==> config.mk <==
export PLATFORM = sky130hd
export DESIGN_NAME = keyed_clock_power_control
export DESIGN_NICKNAME = d
export VERILOG_FILES = /design/src/clk_pwr_pkg.sv /design/src/keyed_clock_power_control.sv /design/src/pow2_tick_gen.sv
export VERILOG_INCLUDE_DIRS = /design/src
export SDC_FILE = /design/constraint.sdc
export NUM_CORES = 1
export LEC_CHECK = 0
export BUFFER_PORTS_ARGS = -buffer_cell sky130_fd_sc_hd__buf_2
export CAP_MARGIN = 20
export CORE_MARGIN = 4
export CORE_UTILIZATION = 30
export DETAILED_ROUTE_END_ITERATION = 7
export PLACE_DENSITY = 0.52
export SYNTH_ARGS = -nofsm -noshare
export SYNTH_HDL_FRONTEND = slang
export SYNTH_SLANG_ARGS = --single-unit
==> constraint.sdc <==
create_clock -name i_clk_sys -period 4.6 [get_ports i_clk_sys]
set_input_delay 0.23 -clock i_clk_sys [delete_from_list [all_inputs] [get_ports i_clk_sys]]
set_output_delay 0.23 -clock i_clk_sys [all_outputs]
set_load 0.03 [all_outputs]
==> src/clk_pwr_cfg.svh <==
`ifndef CLK_PWR_CFG_SVH
`define CLK_PWR_CFG_SVH

// register byte addresses
`define CPC_ADDR_PWR_KEY_A    32'hffff0404
`define CPC_ADDR_CORE_PWR     32'hffff0408
`define CPC_ADDR_PWR_KEY_B    32'hffff040c
`define CPC_ADDR_CLK_KEY_A    32'hffff0410
`define CPC_ADDR_CLK_CFG      32'hffff0414
`define CPC_ADDR_CLK_KEY_B    32'hffff0418
`define CPC_ADDR_PER_KEY_A    32'hffff0434
`define CPC_ADDR_PER_PWR      32'hffff0438
`define CPC_ADDR_PER_KEY_B    32'hffff043c
`define CPC_ADDR_STATUS       32'hffff0440

// key values
`define CPC_CLK_KEY_A_VAL     16'h00aa
`define CPC_CLK_KEY_B_VAL     16'h0055
`define CPC_PWR_KEY_A_VAL     16'h0001
`define CPC_PWR_KEY_B_VAL     16'h00f4
`define CPC_PER_KEY_A_VAL     16'h0076
`define CPC_PER_KEY_B_VAL     16'h00b1

// reset values and writable-bit masks
`define CPC_CLK_CFG_RST       16'h0021
`define CPC_CORE_PWR_RST      16'h0003
`define CPC_PER_PWR_RST       16'h0004
`define CPC_CLK_CFG_MASK      16'h0023
`define CPC_CORE_PWR_MASK     16'h0077
`define CPC_PER_PWR_MASK      16'h01ff

// field positions
`define CPC_REF_SEL_BIT       5
`define CPC_MODE_LSB          4
`define CPC_MODE_MSB          6
`define CPC_CORE_DIV_MSB      2
`define CPC_SPI_ON_BIT        8
`define CPC_SPI_DIV_LSB       6
`define CPC_I2C1_ON_BIT       5
`define CPC_I2C1_DIV_LSB      3
`define CPC_I2C0_ON_BIT       2
`define CPC_I2C0_DIV_LSB      0
`define CPC_ST_LOCK_BIT       0
`define CPC_ST_LOST_BIT       1
`define CPC_ST_IRQ_BIT        2

// field codes
`define CPC_CLKMODE_PLL       2'h1
`define CPC_CLKMODE_EXT       2'h3
`define CPC_MODE_ACTIVE       3'h0
`define CPC_MODE_PAUSE        3'h1
`define CPC_MODE_NAP          3'h2
`define CPC_MODE_SLEEP        3'h3
`define CPC_MODE_STOP         3'h4
`define CPC_PLL_MULT          11'h4fb

// timing
`define CPC_TICK_CNT_W        7
`define CPC_SYNC_STAGES       3

`endif

==> src/clk_pwr_pkg.sv <==
package clk_pwr_pkg;

  // progress through one keyed write sequence
  typedef enum logic [1:0] {GUARD_IDLE, GUARD_ARMED, GUARD_LOADED} guard_t;

  // divider state
  typedef struct packed {
    logic [6:0] cnt;
    logic       tick;
  } tick_state_t;

  // whole control state
  typedef struct packed {
    logic                 aw_v;
    logic [31:0]          aw_addr;
    logic                 w_v;
    logic [31:0]          w_data;
    logic [3:0]           w_strb;
    logic                 b_v;
    logic [1:0]           b_resp;
    logic                 r_v;
    logic [31:0]          r_data;
    logic [1:0]           r_resp;
    logic [2:0][15:0]     regs;
    logic [2:0][15:0]     pend;
    guard_t [2:0]         guard;
    logic [2:0]           lock_sync;
    logic                 lock;
    logic                 lock_lost;
    logic [2:0][3:0]      irq_sync;
    logic [3:0]           irq;
  } ctl_state_t;

endpackage : clk_pwr_pkg

==> src/keyed_clock_power_control.sv <==
// How it works
// - clock config needs aa, value, 55 sequence
// - reference select bit five: one internal
// - clocking mode 01 pll, 11 external pin
// - core power needs 01, value, f4 sequence
// - power key registers are write only
// - peripheral power needs 76, value, b1 sequence
// - mode bits six to four decode five modes
// - sleep or stop wakes on any interrupt
// - core clock is pll clock over 2**field
// - bit eight powers the spi block
// - spi divider by 1, 2, 4, 8
// - bits five and two power i2c channels
// - i2c dividers by 1, 4, 8, 32
// - pll multiplies reference by 1275
// - lock loss halts core, flags interrupt
`timescale 1ns/1ps
`include "clk_pwr_cfg.svh"

module keyed_clock_power_control
(
  input  wire logic        i_clk_sys,
  input  wire logic        i_nrst,
  // axi4-lite slave
  input  wire logic [31:0] i_awaddr,
  input  wire logic        i_awvalid,
  output logic             o_awready,
  input  wire logic [31:0] i_wdata,
  input  wire logic [3:0]  i_wstrb,
  input  wire logic        i_wvalid,
  output logic             o_wready,
  output logic [1:0]       o_bresp,
  output logic             o_bvalid,
  input  wire logic        i_bready,
  input  wire logic [31:0] i_araddr,
  input  wire logic        i_arvalid,
  output logic             o_arready,
  output logic [31:0]      o_rdata,
  output logic [1:0]       o_rresp,
  output logic             o_rvalid,
  input  wire logic        i_rready,
  // pins from outside the clock domain
  input  wire logic        i_pll_lock,
  input  wire logic [3:0]  i_ext_irq,
  // control outputs
  output logic             o_reference_select,
  output logic [1:0]       o_clocking_mode_field,
  output logic             o_pll_mode_sel,
  output logic             o_ext_clock_sel,
  output logic [2:0]       o_operating_mode_field,
  output logic             o_pll_enable,
  output logic             o_xtal_enable,
  output logic             o_core_clk_en,
  output logic             o_spi_power_on,
  output logic             o_spi_clk_en,
  output logic             o_first_i2c_power_on,
  output logic             o_first_i2c_clk_en,
  output logic             o_second_i2c_power_on,
  output logic             o_second_i2c_clk_en,
  output logic             o_pll_irq
);

  localparam logic [1:0] RESP_OKAY   = 2'h0;
  localparam logic [1:0] RESP_SLVERR = 2'h2;

  // per guarded register: key a, register, key b addresses and key values
  localparam logic [2:0][31:0] KA_ADDR = {`CPC_ADDR_PER_KEY_A, `CPC_ADDR_PWR_KEY_A,
                                          `CPC_ADDR_CLK_KEY_A};
  localparam logic [2:0][31:0] RG_ADDR = {`CPC_ADDR_PER_PWR, `CPC_ADDR_CORE_PWR,
                                          `CPC_ADDR_CLK_CFG};
  localparam logic [2:0][31:0] KB_ADDR = {`CPC_ADDR_PER_KEY_B, `CPC_ADDR_PWR_KEY_B,
                                          `CPC_ADDR_CLK_KEY_B};
  localparam logic [2:0][15:0] KA_VAL  = {`CPC_PER_KEY_A_VAL, `CPC_PWR_KEY_A_VAL,
                                          `CPC_CLK_KEY_A_VAL};
  localparam logic [2:0][15:0] KB_VAL  = {`CPC_PER_KEY_B_VAL, `CPC_PWR_KEY_B_VAL,
                                          `CPC_CLK_KEY_B_VAL};
  localparam logic [2:0][15:0] RG_MASK = {`CPC_PER_PWR_MASK, `CPC_CORE_PWR_MASK,
                                          `CPC_CLK_CFG_MASK};
  localparam logic [2:0][15:0] RG_RST  = {`CPC_PER_PWR_RST, `CPC_CORE_PWR_RST,
                                          `CPC_CLK_CFG_RST};

  clk_pwr_pkg::ctl_state_t st_q;
  clk_pwr_pkg::ctl_state_t st_d;

  logic        do_wr;
  logic        wr_hit;
  logic [31:0] wr_addr;
  logic [15:0] wr_val;
  logic [15:0] merged;
  logic [31:0] rd_addr;
  logic [2:0]  mode;
  logic        wake;
  logic        mode_core;
  logic        mode_periph;
  logic        core_tick;
  logic        spi_tick;
  logic        i2c0_tick;
  logic        i2c1_tick;
  logic [2:0]  spi_shift;
  logic [2:0]  i2c0_shift;
  logic [2:0]  i2c1_shift;

  // bus handshakes: one write and one read at a time
  assign o_awready = !st_q.aw_v && !st_q.b_v;
  assign o_wready  = !st_q.w_v && !st_q.b_v;
  assign o_arready = !st_q.r_v;
  assign o_bvalid  = st_q.b_v;
  assign o_bresp   = st_q.b_resp;
  assign o_rvalid  = st_q.r_v;
  assign o_rdata   = st_q.r_data;
  assign o_rresp   = st_q.r_resp;

  assign do_wr   = st_q.aw_v && st_q.w_v;
  assign wr_addr = {st_q.aw_addr[31:2], 2'h0};
  assign wr_val  = st_q.w_data[15:0];
  assign rd_addr = {i_araddr[31:2], 2'h0};

  // interrupt-driven wake from the sleep and stop modes
  assign mode = st_q.regs[1][`CPC_MODE_MSB:`CPC_MODE_LSB];
  assign wake = ((mode == `CPC_MODE_SLEEP) || (mode == `CPC_MODE_STOP))
                && (st_q.irq != 4'h0);

  // next state
  always_comb
  begin
    st_d   = st_q;
    wr_hit = 1'b0;
    merged = 16'h0000;

    // address and data channels, either order
    if (i_awvalid && o_awready)
    begin
      st_d.aw_v    = 1'b1;
      st_d.aw_addr = i_awaddr;
    end
    if (i_wvalid && o_wready)
    begin
      st_d.w_v    = 1'b1;
      st_d.w_data = i_wdata;
      st_d.w_strb = i_wstrb;
    end
    if (st_q.b_v && i_bready)
      st_d.b_v = 1'b0;

    // three-stage synchronisers, change taken when last two agree
    st_d.lock_sync = {st_q.lock_sync[1:0], i_pll_lock};
    st_d.irq_sync  = {st_q.irq_sync[1:0], i_ext_irq};
    if (st_q.lock_sync[1] == st_q.lock_sync[2])
      st_d.lock = st_q.lock_sync[2];
    for (int b = 0; b < 4; b++)
    begin
      if (st_q.irq_sync[1][b] == st_q.irq_sync[2][b])
        st_d.irq[b] = st_q.irq_sync[2][b];
    end

    // keyed write sequences
    if (do_wr)
    begin
      st_d.aw_v   = 1'b0;
      st_d.w_v    = 1'b0;
      st_d.b_v    = 1'b1;
      st_d.b_resp = RESP_SLVERR;
      for (int k = 0; k < 3; k++)
      begin
        merged = st_q.regs[k];
        for (int y = 0; y < 2; y++)
        begin
          if (st_q.w_strb[y])
            merged[y*8 +: 8] = wr_val[y*8 +: 8];
        end
        if ((wr_addr == KA_ADDR[k]) || (wr_addr == RG_ADDR[k])
            || (wr_addr == KB_ADDR[k]))
          wr_hit = 1'b1;
        unique case (st_q.guard[k])
          clk_pwr_pkg::GUARD_IDLE:
          begin
            if ((wr_addr == KA_ADDR[k]) && (wr_val == KA_VAL[k]))
              st_d.guard[k] = clk_pwr_pkg::GUARD_ARMED;
          end
          clk_pwr_pkg::GUARD_ARMED:
          begin
            if (wr_addr == RG_ADDR[k])
            begin
              st_d.guard[k] = clk_pwr_pkg::GUARD_LOADED;
              st_d.pend[k]  = merged & RG_MASK[k];
            end
            else if ((wr_addr == KA_ADDR[k]) && (wr_val == KA_VAL[k]))
              st_d.guard[k] = clk_pwr_pkg::GUARD_ARMED;
            else
              st_d.guard[k] = clk_pwr_pkg::GUARD_IDLE;
          end
          clk_pwr_pkg::GUARD_LOADED:
          begin
            if ((wr_addr == KB_ADDR[k]) && (wr_val == KB_VAL[k]))
              st_d.regs[k] = st_q.pend[k];
            if ((wr_addr == KA_ADDR[k]) && (wr_val == KA_VAL[k]))
              st_d.guard[k] = clk_pwr_pkg::GUARD_ARMED;
            else
              st_d.guard[k] = clk_pwr_pkg::GUARD_IDLE;
          end
          default:
            st_d.guard[k] = clk_pwr_pkg::GUARD_IDLE;
        endcase
      end
      if (wr_addr == `CPC_ADDR_STATUS)
      begin
        wr_hit = 1'b1;
        if (st_q.w_strb[0] && st_q.w_data[`CPC_ST_LOST_BIT])
          st_d.lock_lost = 1'b0;
      end
      if (wr_hit)
        st_d.b_resp = RESP_OKAY;
    end

    // wake returns the mode field to active
    if (wake)
      st_d.regs[1][`CPC_MODE_MSB:`CPC_MODE_LSB] = `CPC_MODE_ACTIVE;

    // lock loss is sticky; a new loss beats a clear
    if (st_q.lock && !st_d.lock)
      st_d.lock_lost = 1'b1;

    // reads answer one cycle after the address is taken
    if (st_q.r_v && i_rready)
      st_d.r_v = 1'b0;
    if (i_arvalid && o_arready)
    begin
      st_d.r_v    = 1'b1;
      st_d.r_resp = RESP_OKAY;
      st_d.r_data = 32'h0000_0000;
      unique case (rd_addr)
        `CPC_ADDR_CLK_CFG:  st_d.r_data = {16'h0000, st_q.regs[0]};
        `CPC_ADDR_CORE_PWR: st_d.r_data = {16'h0000, st_q.regs[1]};
        `CPC_ADDR_PER_PWR:  st_d.r_data = {16'h0000, st_q.regs[2]};
        `CPC_ADDR_PWR_KEY_A, `CPC_ADDR_PWR_KEY_B, `CPC_ADDR_CLK_KEY_A,
        `CPC_ADDR_CLK_KEY_B, `CPC_ADDR_PER_KEY_A, `CPC_ADDR_PER_KEY_B:
          st_d.r_data = 32'h0000_0000;
        `CPC_ADDR_STATUS:
          st_d.r_data = {5'h00, `CPC_PLL_MULT, 13'h0000, o_pll_irq,
                         st_q.lock_lost, st_q.lock};
        default:
          st_d.r_resp = RESP_SLVERR;
      endcase
    end
  end

  // state register
  always_ff @(posedge i_clk_sys)
  begin
    if (!i_nrst)
    begin
      st_q       <= '0;
      st_q.regs  <= RG_RST;
      st_q.guard <= {3{clk_pwr_pkg::GUARD_IDLE}};
    end
    else
      st_q <= st_d;
  end

  // clock source selection
  assign o_reference_select    = st_q.regs[0][`CPC_REF_SEL_BIT];
  assign o_clocking_mode_field = st_q.regs[0][1:0];
  assign o_pll_mode_sel        = (st_q.regs[0][1:0] == `CPC_CLKMODE_PLL);
  assign o_ext_clock_sel       = (st_q.regs[0][1:0] == `CPC_CLKMODE_EXT);

  // operating mode decode; reserved codes behave as active
  assign o_operating_mode_field = mode;
  assign mode_core   = !((mode == `CPC_MODE_PAUSE) || (mode == `CPC_MODE_NAP)
                         || (mode == `CPC_MODE_SLEEP) || (mode == `CPC_MODE_STOP));
  assign mode_periph = mode_core || (mode == `CPC_MODE_PAUSE);
  assign o_pll_enable  = !((mode == `CPC_MODE_SLEEP) || (mode == `CPC_MODE_STOP));
  assign o_xtal_enable = (mode != `CPC_MODE_STOP);

  // peripheral power
  assign o_spi_power_on        = st_q.regs[2][`CPC_SPI_ON_BIT];
  assign o_second_i2c_power_on = st_q.regs[2][`CPC_I2C1_ON_BIT];
  assign o_first_i2c_power_on  = st_q.regs[2][`CPC_I2C0_ON_BIT];

  // divider ratios as powers of two
  assign spi_shift  = {1'b0, st_q.regs[2][`CPC_SPI_DIV_LSB +: 2]};
  always_comb
  begin
    unique case (st_q.regs[2][`CPC_I2C1_DIV_LSB +: 2])
      2'h0: i2c1_shift = 3'h0;
      2'h1: i2c1_shift = 3'h2;
      2'h2: i2c1_shift = 3'h3;
      2'h3: i2c1_shift = 3'h5;
    endcase
    unique case (st_q.regs[2][`CPC_I2C0_DIV_LSB +: 2])
      2'h0: i2c0_shift = 3'h0;
      2'h1: i2c0_shift = 3'h2;
      2'h2: i2c0_shift = 3'h3;
      2'h3: i2c0_shift = 3'h5;
    endcase
  end

  // core and peripheral clock enables
  pow2_tick_gen u_core_div
  (
    .i_clk_sys (i_clk_sys),
    .i_nrst    (i_nrst),
    .i_run     (mode_core && st_q.lock),
    .i_shift   (st_q.regs[1][`CPC_CORE_DIV_MSB:0]),
    .o_tick    (core_tick)
  );

  pow2_tick_gen u_spi_div
  (
    .i_clk_sys (i_clk_sys),
    .i_nrst    (i_nrst),
    .i_run     (mode_periph && o_spi_power_on),
    .i_shift   (spi_shift),
    .o_tick    (spi_tick)
  );

  pow2_tick_gen u_i2c0_div
  (
    .i_clk_sys (i_clk_sys),
    .i_nrst    (i_nrst),
    .i_run     (mode_periph && o_first_i2c_power_on),
    .i_shift   (i2c0_shift),
    .o_tick    (i2c0_tick)
  );

  pow2_tick_gen u_i2c1_div
  (
    .i_clk_sys (i_clk_sys),
    .i_nrst    (i_nrst),
    .i_run     (mode_periph && o_second_i2c_power_on),
    .i_shift   (i2c1_shift),
    .o_tick    (i2c1_tick)
  );

  // core halts the moment lock is seen lost
  assign o_core_clk_en       = core_tick && st_q.lock && mode_core;
  assign o_spi_clk_en        = spi_tick && mode_periph && o_spi_power_on;
  assign o_first_i2c_clk_en  = i2c0_tick && mode_periph && o_first_i2c_power_on;
  assign o_second_i2c_clk_en = i2c1_tick && mode_periph && o_second_i2c_power_on;

  // interrupt only offered once lock is back
  assign o_pll_irq = st_q.lock_lost && st_q.lock;

endmodule : keyed_clock_power_control

==> src/pow2_tick_gen.sv <==
`timescale 1ns/1ps
`include "clk_pwr_cfg.svh"

// one tick every 2**i_shift cycles while i_run is high
module pow2_tick_gen
(
  input  wire logic       i_clk_sys,
  input  wire logic       i_nrst,
  input  wire logic       i_run,
  input  wire logic [2:0] i_shift,
  output logic            o_tick
);

  clk_pwr_pkg::tick_state_t st_q;
  clk_pwr_pkg::tick_state_t st_d;
  logic [6:0]               mask;

  // count up, tick when the low bits are all ones
  always_comb
  begin
    st_d = st_q;
    mask = 7'((8'h01 << i_shift) - 8'h01);
    if (!i_run)
    begin
      st_d.cnt  = 7'h00;
      st_d.tick = 1'b0;
    end
    else
    begin
      st_d.tick = ((st_q.cnt & mask) == mask);
      st_d.cnt  = st_q.cnt + 7'h01;
    end
  end

  always_ff @(posedge i_clk_sys)
  begin
    if (!i_nrst)
      st_q <= '0;
    else
      st_q <= st_d;
  end

  assign o_tick = st_q.tick;

endmodule : pow2_tick_gen
# Word level (Yosys, flattened, before mapping)
# Index checks and enable logic that the tools add are counted.
[word_totals]
regBits = 185
[op_classes]
mux = 35
eq_ne = 57
add_sub_neg = 8
n_shift = 4
reduce_logical = 76
bitwise = 5
[op_table]
columns = ["cell", "count"]
rows = [
  ["30-bit == test, second input constant", 20],
  ["27-bit one-hot mux with 4 select lines", 1],
  ["16-bit by 8-bit == test with 1-bit output, second input constant", 3],
  ["35-bit two-way mux", 1],
  ["16-bit by 7-bit == test with 1-bit output, second input constant", 2],
  ["1-bit logical AND", 30],
  ["7-bit by 1-bit adder with 7-bit output, second input constant", 4],
  ["7-bit AND", 4],
  ["7-bit == test", 4],
  ["7-bit by 1-bit subtractor with 7-bit output, second input constant", 4],
  ["3-bit one-hot mux with 4 select lines", 2],
  ["3-bit AND reduction", 7],
  ["1-bit by 3-bit << shifter with 7-bit output, first input constant", 3],
  ["2-bit one-hot mux with 3 select lines", 3],
  ["16-bit by 1-bit == test with 1-bit output, second input constant", 1],
  ["2-bit == test, second input constant", 8],
  ["1-bit two-way mux", 16],
  ["2-bit two-way mux", 8],
  ["2-bit AND reduction", 7],
  ["2-bit by 1-bit == test with 1-bit output, second input constant", 6],
  ["1-bit logical OR", 11],
  ["2-bit zero test", 5],
  ["2-bit nonzero test", 5],
  ["10-bit OR reduction", 1],
  ["15 further kinds", 29],
]

# Logic depth before layout (Yosys ltp)
# Gate-level depths: netlist (run 1).
[logic_depth]
word_depth = 10
depth_mapped = 6
mapped_depth_nobuf = 6

# Hierarchy
# Synthesis (run 1) repeated with hierarchy kept, for this count alone.
[unflattened]
hier_cells = 940
hier_area_um2 = 7820.0
[modules_own_cells]
columns = ["mod", "seq_area_each_um2", "area_per_inst_um2", "n_inst", "cells_each"]
rows = [
  ["keyed_clock_power_control", 2542.4, 5994.5, 1, 721],
  ["pow2_tick_gen (u_i2c0_div ...)", 160.2, 457.9, 3, 55],
  ["pow2_tick_gen (u_core_div)", 160.2, 451.7, 1, 54],
]

# Worst setup path before layout (run 1)
# OpenSTA, ideal clock, no wires.
[synth_path]
path_type = "register to register"
start = "register st_q, in the netlist o_bvalid"
end = "register st_q[162] (netlist name)"
stages_incl_launch_ff = 7
t_required_ns = 4.524
setup_ns = 0.076
period_less_slack_ns = 1.951
n_path_buf = 2
arrival_time_ns = 1.876
slack_ns = 2.649
path_cell_list = "dfxtp_1 nor2_1 and2_1 clkbuf_1 clkbuf_1 nand2_1 a21boi_0"
[synth_via]
elab_chain_cells = 3
[synth_rtl]
columns = ["item", "line_no", "rtl"]
rows = [
  ["start: declaration", "keyed_clock_power_control.sv:82", "clk_pwr_pkg::ctl_state_t st_q;"],
  ["start signal: assignment", "keyed_clock_power_control.sv:257", "st_q <= st_d;"],
  ["1-bit zero test", "keyed_clock_power_control.sv:105", "assign o_wready = !st_q.w_v && !st_q.b_v;"],
  ["1-bit logical AND", "keyed_clock_power_control.sv:105", ""],
  ["net o_wready", "keyed_clock_power_control.sv:31", "output logic o_wready,"],
  ["1-bit logical AND", "keyed_clock_power_control.sv:136", "if (i_wvalid && o_wready)"],
]
# The timed path passes the listed nets, and every way through them passes these cells.
# A chain may end at the register's enable or synchronous reset.

# Worst setup path in the final report (run 1)
[layout_path]
start = "register st_q[222] (netlist name)"
end = "register st_q[64] (netlist name)"
[layout_via]
elab_chain_cells = 2
[layout_rtl]
columns = ["item", "line_no", "rtl"]
rows = [
  ["30-bit == test", "keyed_clock_power_control.sv:182", "if (wr_addr == RG_ADDR[k])"],
  ["3-bit AND reduction (no source line)", "-", ""],
]
# Every way passes these cells.

==> flow_summary.ini, run 1 <==
[synth]
synth_edf_count = 0
ys.flop_type = dfxtp_1
ys_ff_latch = 155
yosys_warnings = 0
async_reset_ff_frac = 0
syn_area_per_cell_um2 = 8.60
netlist_area_um2 = 7050
synth_cell_type_count = 54
ys_seq_area_frac = 0.440
synthCells = 820

[setup_path]
endpoint_kind = flip-flop
worstPathArrival_ns = 3.06
crit_buf_inv = 1
cp-start-kind = flip-flop
cp_max_fo = 11
critPathKind = flip-flop to flip-flop
critPathRequiredTime_ns = 4.94
worstPathCellList = nor4bb_1, nand4b_1, nor3_1, buf_4, mux2i_1
cp_top_family = simple AND/OR/NAND/NOR gates
cpMaxStageDelayCell = nor3_1
slowest_delay_ns = 0.88

[route]
ant_nets = 0
initialDrtViolationCount = 354
routed_wl_um = 17300
post_drt_wl_per_cell_um = 14.0
drc_errors = 0
vias_per_cell = 4.63
num_vias = 5722
firstDrtPassIters = 5

[power]
clockPowerShare = 0.454
peakVddDrop_mv = 0.235
leakage_nw = 3.27
pwr_density_cell_nw_per_um2 = 365
p_seq_frac = 0.467
switchingPower_w = 0.000744
power.internal_w = 0.00230
combPwrFrac = 0.079
power_switching_share = 0.244

[finish]
drive_gt1_frac = 0.186
nFillCells = 2428
finalNetCount = 1028
multiInputGateArea_um2 = 3490
layout_common_cells = nand2_1 (160), dfxtp_1 (155), buf_2 (130)
final_common_cell = nand2_1
regArea_um2 = 3100
n_antenna_cell = 0
syn_to_final_growth_pct = 18.3

[sta]
setup_tns_ns = 0
setup_viol = 0
setup_ws_ns = 1.88
slew_headroom = 0.271
finClkSkew_ns = 0.0104
finalCritPeriodShare = 0.591
rsz0062_at_grt = no
period_needed_ns = 2.72
final_hold_viol_count = 0
whs_ns = 0.0226
worst_pin_slew_ns = 1.08
drv_slew = 0
fmax_mhz = 368

[clock_tree]
cts_inserted_buffers = 17
tritoncts = yes
clock-sinks = 155
cts_buffer_depth = 2
clk-insertion-delay-late_ns = 0.42
cts_resized = 0
clkTransAtPathRegs_ns = 0.07
hold_buffers = 2
htree_levels = 4
cts_root_buffer = clkbuf_16
postCtsSetupBuffers = 0

[grt]
grt_pass1_wl_um = 27800
antenna_found_initial = 0
grt_max_degree = 83
grt_pass1_vias = 5339
grt_overflow = 0
groute.usage.overall = 0.132

[die]
ioPinCount = 171
start_util = 0.309
fp-row-count = 55
chipWidth_um = 161
coreArea_um2 = 22800
die_h_um = 161
die_area_um2 = 26000

[place]
detailed_place_hpwl_um = 12500
preCtsSetupSlack_ns = 1.80
gp_congestion = 0.795
port_buffers = 131

[run_status]
outcome = completed

[min_path]
hold_path_class = input pin to flip-flop

[job]
cap_violations = 0
[logic make-up after synthesis]
family	count (synthesis)	share of synthesized area
buf+inv	94	0.0733
other cells	1	0.000532
simple gates	379	0.272
compound gates	130	0.128
fa+ha+maj	5	0.00887
xor+xnor	17	0.0211
flops	155	0.440
mux	39	0.0559
[cells in the mapped netlist (19+ instances only)]
library cell / count / area (µm²)
buf_4: 41 / 308
nand2_1: 160 / 601
nor2b_1: 31 / 194
clkbuf_1: 36 / 135
nand3_1: 31 / 155
dfxtp_1: 155 / 3100
and2_1: 33 / 206
a21boi_0: 56 / 420
mux2i_1: 36 / 360
nor2_1: 41 / 154
nand4_1: 19 / 119
o21ai_0: 36 / 180
[cell type report]
cell class	instances	area share
Clock buffer	21	0.0552
Clock inverter	11	0.0144
Inverter	13	0.00585
Multi-Input combinational cell	587	0.418
Sequential cell	155	0.372
Tap cell	313	0.0469
Timing Repair Buffer	137	0.0873
[per-layer routing]
metal | GRT usage | part of all wire | up-vias
li1 | - | - | 2945
met1 | 0.185 | 0.49 | 2609
met2 | 0.202 | 0.44 | 153
met3 | 0.0339 | 0.059 | 15
met4 | 0.0376 | 0.011 | 0
met5 | 0 | 0 | -
[final timing paths]
check                           slack (ns)          from       end  cells after the start
worst max-delay path                  1.88     st_q[222]  st_q[64]                      5
worst min register to register        0.43       st_d[9]  st_d[13]                      1
worst max register to register        1.88     st_q[222]  st_q[64]                      5
worst min-delay path                  0.02  i_ext_irq[0]   st_d[8]                      2
[stage by stage]
stage,power [W],std cells,area (µm²),util
2_1_floorplan,0.00161,836,7110,-
3_3_place_gp,0.00169,1202,7710,0.338
3_5_place_dp,0.00169,1202,7710,0.338
4_1_cts,0.00309,1236,8320,0.364
5_1_grt,0.00318,1237,8340,0.365
6_report,0.00305,1237,8340,0.365
[power groups by stage]
stage / clock network (W) / logic [W] / registers [W]
2_1_floorplan: 0 / 0.000173 / 0.00144
3_3_place_gp: 0 / 0.000236 / 0.00145
3_5_place_dp: 0 / 0.000237 / 0.00145
4_1_cts: 0.00143 / 0.000239 / 0.00142
5_1_grt: 0.00148 / 0.000272 / 0.00143
6_report: 0.00138 / 0.000241 / 0.00142
[registers in the layout (all words and copies together), names as in the netlist, 3 cells and up]
name,flops
u_i2c0_div.st_q,5
st_q,92
o_rdata,10
st_d,10
u_i2c1_div.st_q,5
u_core_div.st_q,7
o_operating_mode_field,3
u_spi_div.st_q,7
[worst register-to-register path, delay by kind of cell, from the launching register on]
| kind | cells | cell delay, ns |
|---|---|---|
| AND/OR/NAND/NOR | 3 | 1.79 |
| flip-flops | 1 | 0.32 |
| buffers and inverters | 1 | 0.32 |
| multiplexers | 1 | 0.20 |
Note: power is estimated with default switching activity, not from simulation.
==> inputs of run 2 (changes only) <==
==> constraint.sdc (replaced) <==
create_clock -name i_clk_sys -period 2.8 [get_ports i_clk_sys]
set_input_delay 0.14 -clock i_clk_sys [delete_from_list [all_inputs] [get_ports i_clk_sys]]
set_output_delay 0.14 -clock i_clk_sys [all_outputs]
set_load 0.03 [all_outputs]
==> run 2 against run 1 <==
Sequential share of layout area decreased by 2.5 points. Total power increased by 71%. Final area increased by 7.3%. Critical endpoint is now o_first_i2c_power_on. Largest power group is now the clock network. Highest routed layer unchanged.
==> flow_summary.ini, run 2 (synthesized netlist as in run 1, its figures left out) <==
[die]
fp-row-count = 55
ioPinCount = 171
coreArea_um2 = 22800
die_h_um = 161
start_util = 0.309
die_area_um2 = 26000
chipWidth_um = 161

[sta]
drv_slew = 0
period_needed_ns = 2.16
setup_viol = 0
whs_ns = 0.111
slew_headroom = 0.318
setup_tns_ns = 0
final_hold_viol_count = 0
finClkSkew_ns = 0.0117
rsz0062_at_grt = no
fmax_mhz = 464
finalCritPeriodShare = 0.770
worst_pin_slew_ns = 1.02

[finish]
drive_gt1_frac = 0.185
final_common_cell = nand2_1
multiInputGateArea_um2 = 3490
final_cells = 1299
regArea_um2 = 3100
n_antenna_cell = 0
regMostFlops = st_q
largest_reg_flops = 92
layout_common_cells = nand2_1 (160), dfxtp_1 (155), buf_2 (130)
finalNetCount = 1090
nFillCells = 2375
syn_to_final_growth_pct = 27.0

[route]
ant_nets = 0
routed_wl_um = 17900
firstDrtPassIters = 5
vias_per_cell = 4.64
post_drt_wl_per_cell_um = 13.8
drc_errors = 0
initialDrtViolationCount = 292
num_vias = 6022

[setup_path]
endpoint_kind = flip-flop
cp_max_fo = 9
worstPathArrival_ns = 2.46
crit_buf_inv = 0
critPathRequiredTime_ns = 3.10
cp-start-kind = flip-flop
cp_top_family = simple AND/OR/NAND/NOR gates
critPathKind = flip-flop to flip-flop
r2r-start = st_q[226]
cpMaxStageDelayCell = or4_1
worstPathCellList = nand4_1, or4_1, or4_4, mux2i_1
cp-startpoint = st_q[226]
slowest_delay_ns = 0.70

[grt]
grt_overflow = 0
groute.usage.overall = 0.138
antenna_found_initial = 0
grt_pass1_vias = 5703
grt_pass1_wl_um = 29200
grt_max_degree = 62

[clock_tree]
clock-sinks = 155
clk-insertion-delay-late_ns = 0.42
cts_buffer_depth = 2
tritoncts = yes
cts_root_buffer = clkbuf_16
cts_inserted_buffers = 17
clkTransAtPathRegs_ns = 0.07
htree_levels = 4
postCtsSetupBuffers = 0
cts_resized = 0

[min_path]
min_from = i_araddr[5]
hold_path_class = input pin to flip-flop

[power]
leakage_nw = 3.54
p_total_w = 0.00519
pwr_density_cell_nw_per_um2 = 580
peakVddDrop_mv = 0.304

[place]
dp.cells = 1211
port_buffers = 131
gp_congestion = 0.819
detailed_place_hpwl_um = 12600

[run_status]
outcome = completed

[job]
cap_violations = 0
## run 2: cell types whose count changed in the layout (fill, tap and decap cells not counted), moves of 2 or more
| cell | previous run | this run |
|---|---|---|
| inv_6 | 0 | 5 |
| buf_4 | 4 | 13 |
| clkbuf_8 | 2 | 0 |
| clkinv_2 | 4 | 2 |
| dlygate4sd3_1 | 2 | 56 |
| clkbuf_1 | 2 | 0 |
## run 2: worst register-to-register path, stage by stage, from the launching register on
cell     delay [ns]
dfxtp_1        0.34
nand4_1        0.14
or4_1          0.70
or4_4          0.70
mux2i_1        0.16
## run 2: layout make-up
cell class | count | share of cell area
Multi-Input combinational cell | 587 | 0.390
Sequential cell | 155 | 0.347
Inverter | 13 | 0.00545
Clock inverter | 15 | 0.0208
Tap cell | 313 | 0.0437
Clock buffer | 17 | 0.0475
Timing Repair Buffer | 199 | 0.146
## run 2: report_power, final
| group | total (W) | switching (W) | internal, W |
|---|---|---|---|
| combinational | 0.000462 | 0.000259 | 0.000203 |
| clock | 0.00240 | 0.000980 | 0.00142 |
| sequential | 0.00233 | 0.0000548 | 0.00227 |
## run 2: through the flow
step / instance area, µm² / worst slack, ns / util
5_1_grt: 8950 / 0.508 / 0.392
3_5_place_dp: 7780 / 0.666 / 0.341
3_3_place_gp: 7780 / 0.692 / 0.341
4_1_cts: 8950 / 0.614 / 0.392
6_report: 8950 / 0.644 / 0.392
2_1_floorplan: 7110 / 0.849 / -
## run 2: path summary, 6_finish.rpt
path | to | cells after the start | slack, ns
worst max register to register | o_first_i2c_power_on | 4 | 0.64
worst min-delay path | o_rdata[5] | 4 | 0.11
worst min register to register | st_d[20] | 1 | 0.43
worst max-delay path | o_first_i2c_power_on | 4 | 0.64
## run 2: timing repair
item                                    in CTS  in global routing
hold endpoints to repair                    55                  0
hold buffers                                56                  0
endpoints found under the setup margin       0                  0
## run 2: metal layers
layer | share of wire | vias up | global-route usage
li1 | - | 3069 | -
met1 | 0.49 | 2769 | 0.191
met2 | 0.44 | 174 | 0.215
met5 | 0 | - | 0
met4 | 0.0073 | 0 | 0.0341
met3 | 0.054 | 10 | 0.0344
==> inputs of run 3 (changes only) <==
--- a/config.mk
+++ b/config.mk
@@ -6,12 +6,13 @@
 export SDC_FILE = /design/constraint.sdc
 export NUM_CORES = 1
 export LEC_CHECK = 0
+export ABC_AREA = 1
 export BUFFER_PORTS_ARGS = -buffer_cell sky130_fd_sc_hd__buf_2
 export CAP_MARGIN = 20
 export CORE_MARGIN = 4
 export CORE_UTILIZATION = 30
 export DETAILED_ROUTE_END_ITERATION = 7
-export PLACE_DENSITY = 0.52
+export PLACE_DENSITY = 0.54
 export SYNTH_ARGS = -nofsm -noshare
 export SYNTH_HDL_FRONTEND = slang
 export SYNTH_SLANG_ARGS = --single-unit
==> constraint.sdc (replaced) <==
create_clock -name i_clk_sys -period 1.85 [get_ports i_clk_sys]
set_input_delay 0.0925 -clock i_clk_sys [delete_from_list [all_inputs] [get_ports i_clk_sys]]
set_output_delay 0.0925 -clock i_clk_sys [all_outputs]
set_load 0.03 [all_outputs]
==> run 3 against run 2 <==
Via count is 9.9% higher. Synthesized cell count is 22% higher. Total power is 52% higher. Sequential power is 53% higher. Global-route usage is 0.38 points higher. Cell count is 16% higher. Largest power group is now sequential cells.
==> flow_summary.ini, run 3 <==
[job]
cap_violations = 0

[setup_path]
crit_top_cell = nand2_1
worstPathCellList = inv_1, o21ai_0, nand2_1, nand2_4, nand2_1, nor2_1, buf_4
slowest_delay_ns = 0.36
critPathKind = flip-flop to output port
cp-start-kind = flip-flop
critPathRequiredTime_ns = 1.76
cp_top_family = simple AND/OR/NAND/NOR gates
worstPathArrival_ns = 1.64
endpoint_kind = output port
ff2ff_path_depth = 8
crit_buf_inv = 2
cpMaxStageDelayCell = dfxtp_2
cp_max_fo = 6
path_depth = 7

[synth]
yosys_warnings = 0
synthAdderAreaFrac = 0.00876
synthMuxAreaShare = 0
netlist.area_leader.share = 0.434
synth-simple-area-share = 0.278
synth_top_cell_by_area = dfxtp_1
netlist_area_um2 = 7140
synth_compound_area_frac = 0.144
synthCells = 1001
yosys-top-cells-area = dfxtp_1 (43%), nand2_1 (9.0%), nor2_1 (9.0%), o21ai_0 (6.2%), inv_1 (5.8%)
synth_top_family_by_area = simple AND/OR/NAND/NOR gates
synth_cell_type_count = 44
ys_top_cells_by_count = nand2_1 (172), nor2_1 (171), dfxtp_1 (155), inv_1 (110), o21ai_0 (89)
synthXorXnorAreaFrac = 0.00613
ys_seq_area_frac = 0.434
ys.flop_type = dfxtp_1
async_reset_ff_frac = 0
synth.most_common_cell = nand2_1
ys_ff_latch = 155
syn_area_per_cell_um2 = 7.13
synth_edf_count = 0

[clock_tree]
clk-insertion-delay-late_ns = 0.43
tritoncts = yes
clock-sinks = 155
htree_levels = 4
cts_buffer_depth = 2
cts_root_buffer = clkbuf_16
clkTransAtPathRegs_ns = 0.06
cts_inserted_buffers = 17

[grt]
grt_overflow = 0
grt_pass1_vias = 6215
groute.usage.overall = 0.141
grt_pass1_wl_um = 30300
antenna_found_initial = 0
grt_max_degree = 72

[die]
die_area_um2 = 26300
fp-row-count = 56
chipWidth_um = 162
ioPinCount = 171
coreArea_um2 = 23500
die_h_um = 162
start_util = 0.304

[finish]
regMostFlops = st_q
finalNetCount = 1289
n_antenna_cell = 0
largest_reg_flops = 92
regArea_um2 = 3100
final_common_cell = nand2_1
nFillCells = 2486
layout_common_cells = nand2_1 (171), nor2_1 (169), dfxtp_1 (154)
drive_gt1_frac = 0.183
design_area_um2 = 9200
syn_to_final_growth_pct = 28.8
multiInputGateArea_um2 = 3230

[place]
detailed_place_hpwl_um = 13300
post_dp_cell_area_um2 = 7940
port_buffers = 131
gp_congestion = 0.832

[sta]
whs_ns = 0.0778
setup_viol = 0
finalCritPeriodShare = 0.938
period_needed_ns = 1.74
setup_tns_ns = 0
finClkSkew_ns = 0.0140
drv_slew = 0
fmax_mhz = 576
final_hold_viol_count = 0
rsz0062_at_grt = no

[power]
p_total_w = 0.00791
peakVddDrop_mv = 0.679
pwr_density_cell_nw_per_um2 = 860
leakage_nw = 4.04

[route]
drc_errors = 0
ant_nets = 0
post_drt_wl_per_cell_um = 12.3
initialDrtViolationCount = 301
vias_per_cell = 4.40
num_vias = 6616
routed_wl_um = 18500
firstDrtPassIters = 4

[min_path]
worstHoldPathCells = 3
hold_path_class = input pin to flip-flop

[run_status]
outcome = completed
==> run 3: changes by cell type after synthesis, moves of 31 or more <==
cell      previous run  this run
a21boi_0            56         0
nor2b_1             31         0
and2_1              33         1
o21ai_0             36        89
inv_1               13       110
a21oi_1              2        69
mux2i_1             36         0
nor2_1              41       171
==> run 3: worst register-to-register path, cell delays in order (launching register included) <==
cell and delay (ns):
dfxtp_1 0.38, nand2_1 0.23, nor3_1 0.26, nand3_1 0.11, nor2_1 0.10, nand3_1 0.07
buf_4 0.19, o21ai_0 0.16, a21oi_1 0.06
==> run 3: area by class of cell <==
| class | count | share of cell area |
|---|---|---|
| Clock inverter | 14 | 0.0171 |
| Clock buffer | 18 | 0.0478 |
| Tap cell | 319 | 0.0434 |
| Inverter | 117 | 0.0480 |
| Sequential cell | 155 | 0.338 |
| Multi-Input combinational cell | 673 | 0.351 |
| Timing Repair Buffer | 208 | 0.155 |
==> run 3: routing by layer <==
| layer | routed length (µm) | GRT usage | part of all wire |
|---|---|---|---|
| met3 | 980 | 0.0332 | 0.053 |
| met4 | 286 | 0.0431 | 0.015 |
| met5 | 0 | 0 | 0 |
| met2 | 7980 | 0.215 | 0.43 |
| met1 | 9270 | 0.200 | 0.50 |
==> run 3: cells by family (layout without fill, tap and decap cells) <==
| family | count (synthesis) | count (layout) |
|---|---|---|
| xor gates and xnor gates | 5 | 5 |
| adders and majority gates | 5 | 5 |
| other | 1 | 17 |
| buffers and inverters | 189 | 357 |
| AOI/OAI and AO/OA | 190 | 190 |
| and+or+nand+nor | 456 | 456 |
| DFF | 155 | 155 |
==> run 3: stage by stage <==
stage / cells / setup slack (ns) / util
after detailed placement: 1412 / 0.155 / 0.338
after CTS: 1499 / 0.00319 / 0.388
after global routing: 1504 / 0.000814 / 0.392
final: 1504 / 0.114 / 0.392
after floorplan: 1017 / 0.116 / -
after global placement: 1412 / 0.183 / 0.338
==> run 3: where the power goes <==
part	switching [W]	internal, W
logic	0.000491	0.000330
registers	0.0000904	0.00347
clock network	0.00148	0.00205
total	0.00206	0.00585
==> run 3: timing repair <==
action,in CTS,in global routing
endpoints found under the setup margin,3,19
hold buffers,55,0
buffers inserted,0,5
hold endpoints to repair,55,0
pin swaps,0,2
resized for setup,5,12
cloned,0,0
==> run 3: worst paths after layout <==
path	start	endpoint	slack, ns
hold reg to reg	st_d[8]	st_d[12]	0.41
hold / removal	i_nrst	st_q[22]	0.08
setup reg to reg	st_q[197]	o_operating_mode_field[0]	0.17
setup / recovery	o_operating_mode_field[2]	o_first_i2c_clk_en	0.11
